### src/buck_regs.svh
// register offsets, reset values and timing counts of the buck supervisor
`ifndef BUCK_REGS_SVH
`define BUCK_REGS_SVH

// ----------------------------------------------------------------------
// clock and timing
// ----------------------------------------------------------------------
`define CLK_PERIOD_NS 20
`define BLANK_NS 200
`define BLANK_CYC ((`BLANK_NS + `CLK_PERIOD_NS - 1) / `CLK_PERIOD_NS)
`define CAL_NS 40000
`define CAL_CYC (`CAL_NS / `CLK_PERIOD_NS)
`define FALLBACK_NS 20000
`define FALLBACK_CYC (`FALLBACK_NS / `CLK_PERIOD_NS)
`define FALLBACK_NUM 20'd10
`define FALLBACK_DEN 20'd7

// ----------------------------------------------------------------------
// fault counter and multipliers
// ----------------------------------------------------------------------
`define FAULT_CNT_MAX 3'h7
`define MULT_10K 4'h3
`define MULT_OPEN 4'h7
`define MULT_20K 4'hF

// ----------------------------------------------------------------------
// register map
// ----------------------------------------------------------------------
`define REG_CTRL 12'h000
`define REG_STATUS 12'h004
`define FREE_PERIOD_RST 16'h00A6

`endif

### src/buck_pkg.sv
// types shared by the buck supervisor modules
package buck_pkg;

   // ----------------------------------------------------------------------
   // ramp sequencer states
   // ----------------------------------------------------------------------
   typedef enum logic [5:0] {
      M_OFF  = 6'h01,
      M_CAL  = 6'h02,
      M_SOFT = 6'h04,
      M_RUN  = 6'h08,
      M_FCHG = 6'h10,
      M_FDIS = 6'h20
   } mode_t;

   // ----------------------------------------------------------------------
   // carriers
   // ----------------------------------------------------------------------
   typedef struct packed {
      logic enableOk;
      logic gateSupplyOk;
      logic inputUvOk;
      logic lsOverLimit;
      logic hsOverShort;
      logic pwmTrip;
      logic rampHalf;
      logic rampLow;
      logic rampHigh;
      logic thermHot;
      logic thermCool;
      logic roleTiedHigh;
      logic roleTiedLow;
      logic res10k;
      logic res20k;
      logic syncPin;
   } anaIn_t;

   typedef struct packed {
      logic highSideDrive;
      logic lowSideDrive;
   } gate_t;

   typedef struct packed {
      logic boost;
      logic charge;
      logic sinkDis;
      logic fastDis;
      logic ocScale;
   } rampCtl_t;

   // ----------------------------------------------------------------------
   // module state
   // ----------------------------------------------------------------------
   typedef struct packed {
      logic [16:0] cnt;
   } timer_t;

   typedef struct packed {
      mode_t       mode;
      logic [2:0]  faultCnt;
      logic        ocFault;
      logic        otFault;
      logic        otHold;
      logic        boost;
      logic        hsOn;
      logic        lsOn;
      logic [7:0]  blank;
      logic        lsValid;
      logic        lsOver;
      logic [11:0] calCnt;
      logic [3:0]  mult;
      logic        syncOut;
      logic        syncOe_n;
      logic        fallback;
      logic [9:0]  fbCnt;
      logic        syncLost;
      logic [15:0] period;
      logic [31:0] prdata;
   } ctl_t;

endpackage : buck_pkg

### src/buck_fault_ctrl.sv
// fault counter, ramp sequencer and sync control of the buck supervisor
// Function
// - low-side overload adds one next cycle
// - low-side sense below limit subtracts one
// - count seven declares fault, drives off
// - drive-pin load picks multiplier 3/7/15
// - multiplier latched in calibration after power ok
// - high-side short loads seven, ends pulse
// - soft-start begins when calibration ends
// - boost charge on until ramp half volt
// - fast discharge in lockout, calibration, low rail
// - fault sinks ramp, recharges below low
// - fault below high charges to high first
// - soft-start limit is one and half
// - hot after charging declares thermal fault
// - thermal hiccup repeats until cooled
// - master drives half-duty sync pulses
// - master sync falls at high-side rise
// - grounded role starts on rising sync
// - open role starts on falling sync
// - lost sync runs slow, then free
// - run only with enable, rail, input ok
`include "buck_regs.svh"
`timescale 1ns/1ps
module buck_fault_ctrl
   import buck_pkg::*;
(
   input  wire logic        clk_sys,
   input  wire logic        rstn,
   input  wire logic [11:0] paddr,
   input  wire logic        psel,
   input  wire logic        penable,
   input  wire logic        pwrite,
   input  wire logic [31:0] pwdata,
   output logic      [31:0] prdata,
   output logic             pready,
   output logic             pslverr,
   input  anaIn_t           anaIn,
   output gate_t            gateDrive,
   output rampCtl_t         rampCtl,
   output logic             overcurrentFault,
   output logic             otFault,
   output logic      [3:0]  shortCircuitMultiplier,
   output logic             syncOut,
   output logic             syncOe_n
);

   localparam ctl_t CTL_RST = '{mode: M_OFF, period: `FREE_PERIOD_RST,
                                syncOe_n: 1'b1, default: '0};

   ctl_t        st_q;
   ctl_t        st_d;
   anaIn_t      lvl;
   anaIn_t      rise;
   anaIn_t      fall;
   logic        cycleStart;
   logic        halfPoint;
   logic [16:0] elapsed;
   logic        isMaster;
   logic        isSlave180;
   logic        qual;
   logic        powerOk;
   logic [15:0] fbLen;
   logic [15:0] curLen;
   logic        freeRun;
   logic [16:0] lossWin;
   logic        lossDet;
   logic        running;
   logic        blankDone;
   logic        hsTrip;
   logic        calDone;
   logic        switchOn;
   logic        mapped;
   logic [31:0] rdata;
   logic [31:0] status;

   // ----------------------------------------------------------------------
   // pin inputs and cycle timer
   // ----------------------------------------------------------------------
   edge_sync #(.W($bits(anaIn_t))) uSync (
      .clk_sys (clk_sys),
      .rstn    (rstn),
      .din     (anaIn),
      .level   (lvl),
      .rise    (rise),
      .fall    (fall)
   );

   cycle_timer uTimer (
      .clk_sys    (clk_sys),
      .rstn       (rstn),
      .periodLen  (curLen),
      .freeRun    (freeRun),
      .restart    (qual),
      .cycleStart (cycleStart),
      .halfPoint  (halfPoint),
      .elapsed    (elapsed)
   );

   // ----------------------------------------------------------------------
   // role and sync decode
   // ----------------------------------------------------------------------
   assign isMaster   = lvl.roleTiedHigh;
   assign isSlave180 = !lvl.roleTiedHigh && lvl.roleTiedLow;
   assign qual    = !isMaster && (isSlave180 ? rise.syncPin : fall.syncPin);
   assign powerOk = lvl.enableOk && lvl.gateSupplyOk && lvl.inputUvOk;
   assign fbLen   = 16'((20'(st_q.period) * `FALLBACK_NUM) / `FALLBACK_DEN);
   assign curLen  = st_q.fallback ? fbLen : st_q.period;
   assign freeRun = isMaster || st_q.syncLost;
   assign lossWin = {1'b0, st_q.period} + {2'b00, st_q.period[15:1]};
   assign lossDet = !isMaster && !st_q.syncLost && (elapsed >= lossWin);

   // ----------------------------------------------------------------------
   // apb slave
   // ----------------------------------------------------------------------
   assign status = {12'h000, st_q.syncLost, st_q.fallback, isMaster,
                    isSlave180, st_q.mult, st_q.mode, st_q.otHold,
                    st_q.otFault, st_q.ocFault, st_q.faultCnt};
   assign mapped = (paddr == `REG_CTRL) || (paddr == `REG_STATUS);
   always_comb
   begin
      if (paddr == `REG_CTRL)
         rdata = {16'h0000, st_q.period};
      else if (paddr == `REG_STATUS)
         rdata = status;
      else
         rdata = 32'h00000000;
   end
   assign pready  = 1'b1;
   assign pslverr = psel && penable && !mapped;
   assign prdata  = st_q.prdata;

   // ----------------------------------------------------------------------
   // next state
   // ----------------------------------------------------------------------
   assign running   = ((st_q.mode == M_SOFT) || (st_q.mode == M_RUN))
                      && !st_q.ocFault && !st_q.otFault;
   assign blankDone = st_q.blank >= 8'(`BLANK_CYC);
   assign hsTrip    = running && st_q.hsOn && blankDone && lvl.hsOverShort;
   assign calDone   = (st_q.mode == M_CAL)
                      && (st_q.calCnt == 12'(`CAL_CYC - 1));

   always_comb
   begin
      st_d     = st_q;
      switchOn = 1'b0;
      if (psel && !penable)
         st_d.prdata = rdata;
      if (psel && penable && pwrite && (paddr == `REG_CTRL))
         st_d.period = pwdata[15:0];

      // sync loss and fallback
      if (qual)
      begin
         st_d.syncLost = 1'b0;
         st_d.fallback = 1'b0;
      end
      else if (lossDet)
      begin
         st_d.syncLost = 1'b1;
         st_d.fallback = 1'b1;
         st_d.fbCnt    = 10'h000;
      end
      else if (st_q.fallback)
      begin
         if (st_q.fbCnt == 10'(`FALLBACK_CYC - 1))
            st_d.fallback = 1'b0;
         else
            st_d.fbCnt = st_q.fbCnt + 10'h001;
      end

      // master sync output
      st_d.syncOe_n = !isMaster;
      if (!isMaster)
         st_d.syncOut = 1'b0;
      else if (cycleStart)
         st_d.syncOut = 1'b0;
      else if (halfPoint)
         st_d.syncOut = 1'b1;

      // hold clear first, so a new hot trip wins
      if (lvl.thermCool)
         st_d.otHold = 1'b0;

      // ramp sequencer
      unique case (st_q.mode)
         M_OFF:
            if (powerOk)
            begin
               st_d.mode   = M_CAL;
               st_d.calCnt = 12'h000;
            end
         M_CAL:
            if (calDone)
            begin
               st_d.mult  = lvl.res10k ? `MULT_10K :
                            (lvl.res20k ? `MULT_20K : `MULT_OPEN);
               st_d.mode  = M_SOFT;
               st_d.boost = 1'b1;
            end
            else
               st_d.calCnt = st_q.calCnt + 12'h001;
         M_SOFT:
            if (lvl.rampHigh)
            begin
               if (st_q.otHold && !lvl.thermCool)
               begin
                  st_d.otFault = 1'b1;
                  st_d.mode    = M_FDIS;
               end
               else
                  st_d.mode = M_RUN;
            end
         M_RUN:
            if (lvl.thermHot)
            begin
               st_d.otFault = 1'b1;
               st_d.otHold  = 1'b1;
               st_d.mode    = M_FDIS;
            end
         M_FCHG:
            if (lvl.rampHigh)
               st_d.mode = M_FDIS;
         M_FDIS:
            if (lvl.rampLow)
            begin
               st_d.ocFault  = 1'b0;
               st_d.otFault  = 1'b0;
               st_d.faultCnt = 3'h0;
               st_d.mode     = M_SOFT;
            end
      endcase
      if (lvl.rampHalf || (st_d.mode != M_SOFT))
         st_d.boost = 1'b0;

      // overload counter
      if (!blankDone)
         st_d.blank = st_q.blank + 8'h01;
      if (running)
      begin
         if (st_q.lsOn && blankDone)
         begin
            st_d.lsValid = 1'b1;
            if (lvl.lsOverLimit)
               st_d.lsOver = 1'b1;
         end
         if (hsTrip)
            st_d.faultCnt = `FAULT_CNT_MAX;
         else if (cycleStart && st_q.lsValid)
         begin
            if (st_q.lsOver && (st_q.faultCnt != `FAULT_CNT_MAX))
               st_d.faultCnt = st_q.faultCnt + 3'h1;
            else if (!st_q.lsOver && (st_q.faultCnt != 3'h0))
               st_d.faultCnt = st_q.faultCnt - 3'h1;
         end
         if (cycleStart)
         begin
            st_d.lsValid = 1'b0;
            st_d.lsOver  = 1'b0;
         end
         if (st_d.faultCnt == `FAULT_CNT_MAX)
         begin
            st_d.ocFault = 1'b1;
            st_d.mode    = (st_d.mode == M_SOFT) ? M_FCHG : M_FDIS;
         end
      end

      // gate drives
      switchOn = ((st_d.mode == M_SOFT) || (st_d.mode == M_RUN))
                 && !st_d.ocFault && !st_d.otFault;
      if (!switchOn)
      begin
         st_d.hsOn = 1'b0;
         st_d.lsOn = 1'b0;
      end
      else if (cycleStart)
      begin
         st_d.hsOn  = 1'b1;
         st_d.lsOn  = 1'b0;
         st_d.blank = 8'h00;
      end
      else if (st_q.hsOn && lvl.pwmTrip)
      begin
         st_d.hsOn  = 1'b0;
         st_d.lsOn  = 1'b1;
         st_d.blank = 8'h00;
      end

      // power conditions
      if (!powerOk)
      begin
         st_d.mode     = M_OFF;
         st_d.faultCnt = 3'h0;
         st_d.ocFault  = 1'b0;
         st_d.otFault  = 1'b0;
         st_d.otHold   = 1'b0;
         st_d.boost    = 1'b0;
         st_d.hsOn     = 1'b0;
         st_d.lsOn     = 1'b0;
         st_d.lsValid  = 1'b0;
         st_d.lsOver   = 1'b0;
      end
   end

   always_ff @(posedge clk_sys or negedge rstn)
   begin
      if (!rstn)
         st_q <= CTL_RST;
      else
         st_q <= st_d;
   end

   // ----------------------------------------------------------------------
   // outputs
   // ----------------------------------------------------------------------
   assign gateDrive.highSideDrive = st_q.hsOn;
   assign gateDrive.lowSideDrive  = st_q.lsOn;
   assign rampCtl.boost   = st_q.boost;
   assign rampCtl.charge  = (st_q.mode == M_SOFT) || (st_q.mode == M_RUN)
                            || (st_q.mode == M_FCHG);
   assign rampCtl.sinkDis = st_q.mode == M_FDIS;
   assign rampCtl.fastDis = (st_q.mode == M_OFF) || (st_q.mode == M_CAL);
   assign rampCtl.ocScale = (st_q.mode == M_SOFT) && !lvl.rampHigh;
   assign overcurrentFault       = st_q.ocFault;
   assign otFault                = st_q.otFault;
   assign shortCircuitMultiplier = st_q.mult;
   assign syncOut                = st_q.syncOut;
   assign syncOe_n               = st_q.syncOe_n;
endmodule : buck_fault_ctrl

### src/cycle_timer.sv
// switching cycle timer with external restart
`timescale 1ns/1ps
module cycle_timer
   import buck_pkg::*;
(
   input  wire logic        clk_sys,
   input  wire logic        rstn,
   input  wire logic [15:0] periodLen,
   input  wire logic        freeRun,
   input  wire logic        restart,
   output logic             cycleStart,
   output logic             halfPoint,
   output logic      [16:0] elapsed
);

   timer_t st_q;
   timer_t st_d;
   logic   wrap;

   assign wrap       = freeRun && (st_q.cnt >= ({1'b0, periodLen} - 17'h1));
   assign cycleStart = restart | wrap;
   assign halfPoint  = st_q.cnt == {2'b00, periodLen[15:1]};
   assign elapsed    = st_q.cnt;

   always_comb
   begin
      st_d = st_q;
      if (cycleStart)
         st_d.cnt = 17'h0;
      else if (st_q.cnt != 17'h1FFFF)
         st_d.cnt = st_q.cnt + 17'h1;
   end

   always_ff @(posedge clk_sys or negedge rstn)
   begin
      if (!rstn)
         st_q <= '0;
      else
         st_q <= st_d;
   end

endmodule : cycle_timer

### src/edge_sync.sv
// two-flop synchroniser with edge detection for every pin input
`timescale 1ns/1ps
module edge_sync #(
   parameter int W = 16
) (
   input  wire logic         clk_sys,
   input  wire logic         rstn,
   input  wire logic [W-1:0] din,
   output logic      [W-1:0] level,
   output logic      [W-1:0] rise,
   output logic      [W-1:0] fall
);

   typedef struct packed {
      logic [W-1:0] s1;
      logic [W-1:0] s2;
      logic [W-1:0] s3;
   } sync_t;

   sync_t st_q;
   sync_t st_d;

   always_comb
   begin
      st_d.s1 = din;
      st_d.s2 = st_q.s1;
      st_d.s3 = st_q.s2;
   end

   always_ff @(posedge clk_sys or negedge rstn)
   begin
      if (!rstn)
         st_q <= '0;
      else
         st_q <= st_d;
   end

   // ----------------------------------------------------------------------
   // per-bit edges
   // ----------------------------------------------------------------------
   for (genvar i = 0; i < W; i++)
   begin : gBit
      assign level[i] = st_q.s2[i];
      assign rise[i]  = st_q.s2[i] & ~st_q.s3[i];
      assign fall[i]  = ~st_q.s2[i] & st_q.s3[i];
   end

endmodule : edge_sync
### config.mk
export PLATFORM = sky130hd
export DESIGN_NAME = buck_fault_ctrl
export DESIGN_NICKNAME = d
export VERILOG_FILES = /design/src/buck_pkg.sv /design/src/buck_fault_ctrl.sv /design/src/cycle_timer.sv /design/src/edge_sync.sv
export VERILOG_INCLUDE_DIRS = /design/src
export SDC_FILE = /design/constraint.sdc
export NUM_CORES = 1
export LEC_CHECK = 0
export ABC_CLOCK_PERIOD_IN_PS = 17800
export BUFFER_PORTS_ARGS = -buffer_cell sky130_fd_sc_hd__buf_2
export CORE_MARGIN = 3
export CORE_UTILIZATION = 27
export DETAILED_ROUTE_END_ITERATION = 12
export PLACE_DENSITY = 0.47
export SLEW_MARGIN = 25
export SYNTH_ARGS = -nofsm -noshare
export SYNTH_HDL_FRONTEND = slang
export SYNTH_SLANG_ARGS = --single-unit
### constraint.sdc
create_clock -name clk_sys -period 17.8 [get_ports clk_sys]
set_clock_uncertainty 0.05 [all_clocks]
set_input_delay 2.67 -clock clk_sys [delete_from_list [all_inputs] [get_ports clk_sys]]
set_output_delay 2.67 -clock clk_sys [all_outputs]
set_load 0.02 [all_outputs]
---- Word-level counts from Yosys, hierarchy flattened ----
Cells that the tools add are included.
storage, ports and cells
  output and inout port bits .............. 49
  logic and storage cells ................. 186
  bits of input ports ..................... 65
  register bits ........................... 153
cells by class
  div/mod/pow operators ................... 1
  multiply operators ...................... 1
  mux-type cells .......................... 59
  reductions and logical operators ........ 57
  eq/ne operators ......................... 27
  $add $sub $neg .......................... 8
  $lt $le $gt $ge ......................... 3
  bitwise logic cells ..................... 6
operators by type and width
  kind                                                                   count
  6-bit two-way mux                                                      8
  10-bit two-way mux                                                     4
  6-bit case mux with 6 select lines                                     1
  17-bit greater-or-equal comparator                                     2
  17-bit two-way mux                                                     2
  11-bit two-way mux                                                     3
  32-bit two-way mux                                                     1
  1-bit logical AND                                                      27
  12-bit two-way mux                                                     2
  12-bit case mux with 2 select lines                                    1
  20-bit by 3-bit divider with 20-bit output, second input constant      1
  20-bit two-way mux                                                     1
  16-bit by 3-bit multiplier with 19-bit output, second input constant   1
  6-bit by 3-bit equality test with 1-bit output, second input constant  3
  16-bit by 15-bit adder with 17-bit output                              1
  17-bit by 1-bit adder with 17-bit output, second input constant        1
  17-bit by 15-bit equality test with 1-bit output                       1
  1-bit two-way mux                                                      17
  17-bit inequality test, second input constant                          1
  16-bit by 1-bit subtractor with 17-bit output, second input constant   1
  16-bit two-way mux                                                     1
  8-bit two-way mux                                                      2
  15-bit two-way mux                                                     1
  3-bit two-way mux                                                      5
  other kinds (35)                                                       74

---- Logic depth before layout (Yosys ltp) ----
Gate-level depths: netlist of run 1.
  depth after elaboration ................. 20
  gate-level depth with buffers ........... 59
  depth with buffers taken out ............ 55

---- Modules after synthesis ----
Synthesis of run 1 repeated with hierarchy kept, for this count alone.
unflattened totals
  cells, all modules ...................... 1383
  area, all modules ....................... 12480.7 um^2
by module, submodules not included
  module           area each (um^2)  cells an instance  sequential area each (um^2)  times used
  buck_fault_ctrl  9211.3            1097               2259.7                       1
  cycle_timer      1667.8            190                425.4                        1
  edge_sync        1601.5            96                 1201.2                       1

---- Worst setup path before layout of run 1 ----
No wires, ideal clock.
  kind .................................... register to register
  start ................................... reg st_q[33] (netlist bit)
  end ..................................... reg st_q[81] (netlist bit)
  slack ................................... 5.492 ns
  period minus slack after synthesis ...... 12.308 ns
  path buffers ............................ 2
  data required time ...................... 17.608 ns
  arrival ................................. 12.116 ns
  stages on the path, launching flop included .. 55
  cell sequence ........................... dfstp_2 -> ha_1 -> ha_1 -> inv_1 -> fa_1 -> nand2b_1 -> a21o_1 -> a211oi_1 -> mux2_2 -> nand2_1 -> clkbuf_1 -> nand4_1 -> a21oi_1 -> nor3_2 -> or4_4 -> and3_4 -> o311a_1 -> or2_1 -> [19 not listed] -> o21a_1 -> o21a_1 -> o21a_1 -> o21a_1 -> o21a_1 -> o21a_1 -> o21a_1 -> o21a_1 -> o21ai_0 -> nand2b_1 -> a21oi_1 -> o21bai_1 -> a31o_2 -> a211oi_1 -> nor3_1 -> or4_1 -> nor2_1 -> a211oi_1
RTL lines
  element                 RTL line                text
  from (decl)             buck_fault_ctrl.sv:51   ctl_t st_q;
  from (signal assigned)  buck_fault_ctrl.sv:310  st_q <= st_d;

==> results.toml, run 1 <==
[worst_setup_path]
critPathMaxStageDelay_ps = 610
critPathLaunchType = "flip-flop"
r2r_end = "st_q[83]"
path_common_cell = "o21a_1"
reg2reg_slack_ps = 2900
reg2regPathDepth = 55
timing.rr.start = "st_q[35]"
worstPathArrival_ps = 15130
critical-path-slowest-cell = "or4_1"
worstSetupStartpoint = "st_q[35]"
critPathCaptureType = "flip-flop"
critPathKind = "reg2reg"
critPathMaxFanout = 16
required_ps = 18030

[final_layout]
syn_to_final_growth_pct = 11.2
drive_gt1_share_pct = 14.3
layout.nets = 1534
fillCellCount = 4602
antennaDiodeCount = 0

[routing]
via_per_inst = 5.18
drtAntennaViolNets = 0
first_iter_violations = 663
drt_wl_total_mm = 32.9
dr.pass1.iters = 5
wire_per_inst_um = 16.6
vias = 10200
drc = 0

[global_routing]
grt_use_total_pct = 14.0
grt_pass1_vias = 9836
antenna_found_initial = 3
grt_max_degree = 83
grt_pass1_wl_mm = 53.6
gr-total-overflow = 0

[yosys]
synth_area_um2 = 11800
yosysTopAreaCell = "dfrtp_1"
yosys_register_bits = 140
synth_seq_area_share_pct = 29.6
ys.flop_type = "dfrtp_1"
synth-async-reset-ratio_pct = 100
syn_inst = 1343
synth_area_leaders = "dfrtp_1 28%, ha_1 9.6%, xnor2_1 3.9%"
synth_top_area_share_pct = 28.3
synth_enable_flop_cells = 0
ys_types = 110
syn_area_per_cell_um2 = 8.82
synth_warnings = 0

[hold_path]
hold_depth = 0
worst_hold_startpoint = "uSync.st_d[24]"
hp-class = "reg2reg"
hold_end = "uSync.level[8]"

[timing]
max_slew_margin_pct = 36.2
worst_slew_pin_slew_ps = 953
slew_viol_final = 0
max_freq_ghz = 0.0671
hold_viol = 0
fin_crit_sh_pct = 83.7
period_minus_slack_ps = 14900
rsz0062_at_grt = "false"
fin_ws_ps = 2900
setup_viol = 0
fin_setup_tns_ps = 0

[floorplanning]
dieArea_um2 = 46400
coreArea_um2 = 43200
die_w_um = 215
initial_core_util_pct = 27.4
fp.dieH_um = 215
pin_count = 114
rows = 76

[clock_network]
htree_levels = 4
clk_latency_ps = 430
ctsHoldBuffers = 0
cts_buffers = 17
cts_tree = "yes"
clk_pin_slew_ps = 60
cts_setup_buffers = 0
cts_resized = 0
cts.path.max_buffers = 2
clock-sinks = 140
cts_root_buf = "clkbuf_16"

[pwr]
powerDensity_nw_per_um2 = 75.8
p_total_uw = 998
peakVddDrop_mv = 0.0594
leakage_nw = 5.81

[placement]
place_congestion = 0.880
io_buffers = 84
pre_cts_ws_ps = 2880
dp_hpwl_mm = 24.6

[outcome]
status = "finished clean"

[flow_run]
maxCapViolations = 0
==> cell type report <==
type	count	area, µm²	share of cell area (%)
tap	585	732	5.56
sequential	140	3510	26.7
inverter	43	161	1.23
clock buffer	17	425	3.23
clock inverter	15	133	1.01
multi-input combinational	1081	7710	58.6
timing repair buffer	93	494	3.75
==> where the power goes <==
| group | internal [mW] | switching [mW] |
|---|---|---|
| clock network | 0.184 | 0.154 |
| logic | 0.129 | 0.176 |
| registers | 0.334 | 0.0213 |
| total | 0.646 | 0.352 |
==> flip-flops by register name, indices dropped and copies added, names as in the netlist <==
name,flops
st_q,60
prdata,20
uTimer.elapsed,17
uSync.level,16
uSync.st_d,16
shortCircuitMultiplier,3
gateDrive,2
otFault,1
overcurrentFault,1
rampCtl,1
syncOe_n,1
syncOut,1
uSync.st_q,1
==> metal layers <==
layer / vias to the layer above / global-route usage (%) / share of wire [%]
li1: 5024 / - / -
met1: 4940 / 19.0 / 47
met2: 234 / 23.0 / 47
met3: 29 / 2.94 / 4.9
met4: 6 / 2.95 / 1.1
met5: - / 0 / 0.094
==> how the worst max path moves through the flow <==
stage | cells past startpoint | end | slack, ps
5_1_grt | 55 | st_q[84] | 1680
4_1_cts | 55 | st_q[82] | 2810
6_report | 55 | st_q[83] | 2900
3_5_place_dp | 55 | st_q[82] | 2880
3_3_place_gp | 55 | st_q[81] | 2930
2_1_floorplan | 54 | st_q[81] | 5490
==> stage by stage <==
step	util (%)	hold WS (ps)	cells	instance area, µm²
final	30.5	300	1974	13200
after global routing	30.5	306	1974	13200
after CTS	30.5	304	1974	13200
after detailed placement	29.2	285	1942	12600
after global placement	29.2	281	1942	12600
after floorplan	-	281	1354	11900
==> layout by cell type, fill, tap and decap left out, types with 41 or more instances in the layout <==
cell type / count
a21oi_1: 86
buf_2: 83
dfrtp_1: 134
ha_1: 91
inv_1: 43
nand2_1: 101
nand3_1: 41
nor2_1: 115
o21ai_0: 47
xnor2_1: 52
xor2_1: 41
==> logic make-up (layout without fill, tap and decap cells) <==
group,Yosys count,in the layout,share of synthesized area [%]
compound gates,384,384,23.9
xor+xnor,95,95,7.19
fa+ha+maj,94,94,10.0
buf+inv,133,168,5.70
flops,140,140,29.6
mux,48,48,4.44
other cells,2,13,0.0634
simple gates,447,447,19.0
==> critical path, delay by kind of cell, from the launching register on <==
family,cells,cell delay [ps]
xor gates and xnor gates,1,210
and+or+nand+nor,13,3520
muxes,2,850
DFF,1,570
buffers and inverters,3,330
adders and majority gates,5,1480
AOI/OAI and AO/OA,31,7710
==> synth_stat cells (18+ instances only) <==
| master | n |
|---|---|
| a211oi_1 | 18 |
| mux2i_1 | 24 |
| a21oi_1 | 86 |
| nor2_1 | 115 |
| dfrtp_1 | 134 |
| xor2_1 | 41 |
| nand2_1 | 101 |
| mux2_2 | 22 |
| o21a_1 | 22 |
| o21ai_0 | 47 |
| buf_4 | 40 |
| clkbuf_1 | 38 |
| xnor2_1 | 53 |
| nand3_1 | 41 |
| inv_1 | 43 |
| o31ai_1 | 19 |
| nor3_1 | 33 |
| nor4_1 | 20 |
| ha_1 | 91 |
| nand4_1 | 22 |
(Power assumes the default switching activity.)
==> run 2, diff against run 1 <==
ABC_AREA = 1   (was not set)
ABC_CLOCK_PERIOD_IN_PS = 14600   (was 17800)
clock period = 14.6 ns   (was 17.8 ns; I/O delays follow)
==> run 2 against run 1 <==
Against the previous run: largest power group is now the clock network; first-iteration DRC count fell by 42%; sequential share of layout area is 2.4 points higher; flip-flop and latch count did not move; non-clock buffer count shrank 4; global-route usage fell by 0.33 points; wire length shrank 14%; hold slack worse by 1.9 ps; critical endpoint is now st_q[80].
==> results.toml, run 2 <==
[yosys]
syn_inst = 1416
ys.flop_type = "dfrtp_1"
synth_top_area_share_pct = 31.5
synth_enable_flop_cells = 0
synth_area_um2 = 10600
syn_area_per_cell_um2 = 7.52
yosys-top-cells-count = "263 x nand2_1, 201 x inv_1, 158 x nor2_1, 134 x dfrtp_1, 91 x ha_1"
synth_warnings = 0
synth-async-reset-ratio_pct = 100
ys_types = 64
synth_most_common_cell = "nand2_1"
yosys_register_bits = 140
synth_seq_area_share_pct = 33.0
synth_area_leaders = "dfrtp_1 31%, ha_1 11%, nand2_1 9.3%"
yosysTopAreaCell = "dfrtp_1"

[timing]
worst_slew_pin_slew_ps = 964
max_slew_margin_pct = 35.2
setup_viol = 0
max_freq_ghz = 0.0787
fin_crit_sh_pct = 87.0
fin_setup_tns_ps = 0
rsz0062_at_grt = "false"
fin_ws_ps = 1900
slew_viol_final = 0
hold_viol = 0
period_minus_slack_ps = 12700

[routing]
dr.pass1.iters = 5
drt_wl_total_mm = 28.4
wire_per_inst_um = 14.1
drtAntennaViolNets = 0
first_iter_violations = 385
vias = 9111
drc = 0
via_per_inst = 4.52

[floorplanning]
rows = 72
dieArea_um2 = 41900
coreArea_um2 = 38800
pin_count = 114
fp.dieH_um = 205
die_w_um = 205
initial_core_util_pct = 27.4

[worst_setup_path]
critPathLaunchType = "flip-flop"
worstPathArrival_ps = 12940
critPathCaptureType = "flip-flop"
critPathMaxStageDelay_ps = 740
path_common_cell = "nand2_1"
critPathMaxFanout = 11
critPathKind = "reg2reg"
critical-path-slowest-cell = "dfstp_2"
required_ps = 14840

[global_routing]
grt_pass1_wl_mm = 45.9
antenna_found_initial = 0
gr-total-overflow = 0
grt_max_degree = 72
grt_use_total_pct = 13.6
grt_pass1_vias = 8684

[final_layout]
final_util_pct = 31.1
syn_to_final_growth_pct = 13.5
drive_gt1_share_pct = 14.4
fillCellCount = 4204
largest_reg_flops = 60
regMostFlops = "st_q"
final_common_cell = "nand2_1"
antennaDiodeCount = 0
layout_common_cells = "263 x nand2_1, 201 x inv_1, 158 x nor2_1"
multi_input_area_um2 = 6040
layout.nets = 1641
final_cells = 2014
ff_latch_area_um2 = 3510

[pwr]
peakVddDrop_mv = 0.0631
p_total_mw = 1.08
powerDensity_nw_per_um2 = 89.7
leakage_nw = 6.10

[clock_network]
cts_tree = "yes"
cts_root_buf = "clkbuf_16"
cts.path.max_buffers = 2
clk_pin_slew_ps = 60
cts_setup_buffers = 0
htree_levels = 4
clock-sinks = 140
clk_latency_ps = 420
cts_buffers = 17

[placement]
place_congestion = 0.881
place_inst = 1981
dp_hpwl_mm = 22.6
io_buffers = 84
pre_cts_ws_ps = 1730

[outcome]
status = "finished clean"

[flow_run]
maxCapViolations = 0

[hold_path]
hp-class = "reg2reg"
-- run 2: cell types whose count changed after synthesis, sizes merged, moves of 17 or more --
cell / change
a211oi: -18
clkbuf: -27
inv: +166
mux2i: -25
nand2: +196
nand2b: -17
nand3: +40
nor2: +48
o21a: -18
o21ai: +20
xnor2: -45
-- run 2: report_power, final --
group          total [mW]  internal, mW  switching [mW]
Combinational       0.215        0.0756           0.139
Clock               0.446         0.259           0.187
Sequential          0.422         0.405          0.0174
Total                1.08         0.740           0.344
-- run 2: kinds of logic after synthesis --
family | Yosys count | synth area share [%]
flip-flops | 140 | 33.0
AO/OA/AOI/OAI | 216 | 12.1
adder cells (fa/ha/maj) | 93 | 11.1
XOR/XNOR | 54 | 4.44
buffers and inverters | 265 | 10.8
AND/OR/NAND/NOR | 638 | 27.7
other | 2 | 0.0705
multiplexers | 8 | 0.846
-- run 2: routing by layer --
metal / GRT usage (%) / wire length, µm / up-vias
li1: - / - / 4745
met1: 18.9 / 14000 / 4220
met2: 22.4 / 13100 / 129
met3: 2.43 / 975 / 17
met4: 2.56 / 286 / 0
met5: 0 / 0 / -
-- run 2: final cells by class --
class / count / area share, %
multi-input combinational: 1022 / 50.0
tap: 518 / 5.36
sequential: 140 / 29.1
timing repair buffer: 89 / 3.95
clock inverter: 14 / 1.44
clock buffer: 18 / 3.55
inverter: 213 / 6.62
-- run 2: repair_timing --
item                       in CTS  in global routing
setup endpoints to repair       0                  8
gates resized for setup         0                  1
hold buffers                    0                  0
-- run 2: path summary, 6_finish.rpt --
kind                             endpoint  slack (ps)           start  depth (start not counted)
max                              st_q[80]        1900        st_q[33]                         92
min                        uSync.level[8]         300  uSync.st_d[24]                          0
max reg2reg                      st_q[80]        1900        st_q[33]                         92
min reg2reg                uSync.level[8]         300  uSync.st_d[24]                          0
max in group asynchronous        st_q[34]       11590            rstn                          3
min in group asynchronous        st_q[40]        1730            rstn                          1
-- run 2: critical path: cells and delay by family, from the launching register on --
kind	cells	cell delay (ps)
buffers and inverters	7	850
AOI/OAI and AO/OA	16	2530
xor gates and xnor gates	1	170
adders and majority gates	5	1380
and+or+nand+nor	63	6730
DFF	1	740
-- run 2: through the flow --
stage	area (µm²)	hold WS, ps
2_1_floorplan	10700	281
3_3_place_gp	11400	283
3_5_place_dp	11400	286
4_1_cts	12100	301
5_1_grt	12100	302
6_report	12100	298
==> run 3, diff against run 2 <==
CORE_MARGIN = not set   (was 3)
==> run 3 against run 2 <==
Against the previous run: highest routed layer unchanged; fmax decreased by 0.76%; count of clock-buffer cells in the layout decreased by 1; largest power group unchanged; hold slack about the same; critical endpoint is now st_q[81]; die area decreased by 3.9%; wire length decreased by 1.3%.
==> results.toml, run 3 (same netlist as run 2, synthesis figures left out) <==
[outcome]
status = "finished clean"

[pwr]
seqPwrFrac_pct = 38.7
powerDensity_nw_per_um2 = 90.3
p_int_uw = 728
netSwitchingFraction_pct = 33.3
power.share.combinational_pct = 19.6
clkPwrFrac_pct = 41.7
leakage_nw = 6.11
peakVddDrop_mv = 0.0650
p_sw_uw = 364
p_total_mw = 1.09

[timing]
slew_viol_final = 0
setup_viol = 0
fin_ws_ps = 1800
fin_crit_sh_pct = 87.7
worst_slew_pin_slew_ps = 930
period_minus_slack_ps = 12800
max_freq_ghz = 0.0781
rsz0062_at_grt = "false"
holdWs_ps = 298
max_slew_margin_pct = 37.5
hold_viol = 0
fin_setup_tns_ps = 0

[routing]
first_iter_violations = 466
via_per_inst = 4.57
wire_per_inst_um = 13.9
dr.pass1.iters = 4
drt_wl_total_mm = 28.0
vias = 9205
drtAntennaViolNets = 0
drc = 0

[worst_setup_path]
critPathCaptureType = "flip-flop"
critPathKind = "reg2reg"
required_ps = 14840
critical-path-slowest-cell = "dfstp_2"
worstPathArrival_ps = 13050
path_common_cell = "nand2_1"
critPathLaunchType = "flip-flop"
critPathMaxStageDelay_ps = 730
critPathMaxFanout = 11

[hold_path]
hp-class = "reg2reg"

[placement]
dp_hpwl_mm = 22.4
pre_cts_ws_ps = 1600
io_buffers = 84
place_congestion = 0.860

[final_layout]
layout.nets = 1641
drive_gt1_share_pct = 14.4
antennaDiodeCount = 0
syn_to_final_growth_pct = 13.5
layout_common_cells = "263 x nand2_1, 201 x inv_1, 158 x nor2_1"
final_util_pct = 31.2
final_common_cell = "nand2_1"
largest_reg_flops = 60
regMostFlops = "st_q"

[global_routing]
grt_pass1_vias = 8944
grt_pass1_wl_mm = 46.3
grt_use_total_pct = 14.3
antenna_found_initial = 0
grt_max_degree = 104
gr-total-overflow = 0

[clock_network]
cts_root_buf = "clkbuf_16"
cts.path.max_buffers = 2
clk_pin_slew_ps = 70
clk_latency_ps = 430
ctsHoldBuffers = 0
cts_buffers = 17
htree_levels = 4
clock-sinks = 140
cts_tree = "yes"

[floorplanning]
initial_core_util_pct = 27.5
fp.dieH_um = 201
coreArea_um2 = 38700
dieArea_um2 = 40200
rows = 72
pin_count = 114
die_w_um = 201

[flow_run]
maxCapViolations = 0
==> run 3: final timing paths <==
path / from / to / slack [ps] / depth (start not counted)
max: st_q[33] / st_q[81] / 1800 / 93
min: uSync.st_d[30] / uSync.level[14] / 300 / 0
max reg2reg: st_q[33] / st_q[81] / 1800 / 93
min reg2reg: uSync.st_d[30] / uSync.level[14] / 300 / 0
max in group asynchronous: rstn / st_q[39] / 11680 / 2
min in group asynchronous: rstn / st_q[40] / 1710 / 1
==> run 3: critical path: cells and delay by family (launching register included) <==
family	cells	cell delay (ps)
AOI/OAI and AO/OA	17	2600
buffers and inverters	7	890
xor gates and xnor gates	2	340
adders and majority gates	5	1380
DFF	1	730
and+or+nand+nor	62	6690
==> run 3: per-layer routing <==
| metal | vias to the layer above | global-route usage (%) | share of wire (%) |
|---|---|---|---|
| li1 | 4749 | - | - |
| met1 | 4316 | 19.7 | 50 |
| met2 | 123 | 23.2 | 46 |
| met3 | 17 | 2.55 | 2.8 |
| met4 | 0 | 3.16 | 1.0 |
| met5 | - | 0 | 0 |
==> run 3: metrics by stage <==
step | area, µm² | cells
4_1_cts | 12100 | 2014
6_report | 12100 | 2014
2_1_floorplan | 10700 | 1427
3_5_place_dp | 11500 | 1982
3_3_place_gp | 11500 | 1982
5_1_grt | 12100 | 2014
==> run 3: cell type report <==
type / count / area [µm²]
inverters: 213 / 800
clock inverters: 15 / 195
fillers: 4186 / 26600
clock buffers: 17 / 425
repair buffers: 89 / 467
flip-flops and latches: 140 / 3510
multi-input cells: 1022 / 6040
well taps: 518 / 648
==> run 3: power groups by stage <==
stage	sequential, mW	combinational (mW)	clock [mW]
finish	0.422	0.214	0.456
global route	0.425	0.249	0.489
CTS	0.422	0.217	0.466
detailed placement	0.430	0.216	0
global placement	0.430	0.213	0
floorplan	0.423	0.170	0
==> run 3: what timing repair did <==
item	4_1_cts	5_1_grt
buffers inserted	0	0
setup endpoints to repair	0	3
resized for setup	0	1
endpoints found under the hold margin	0	0
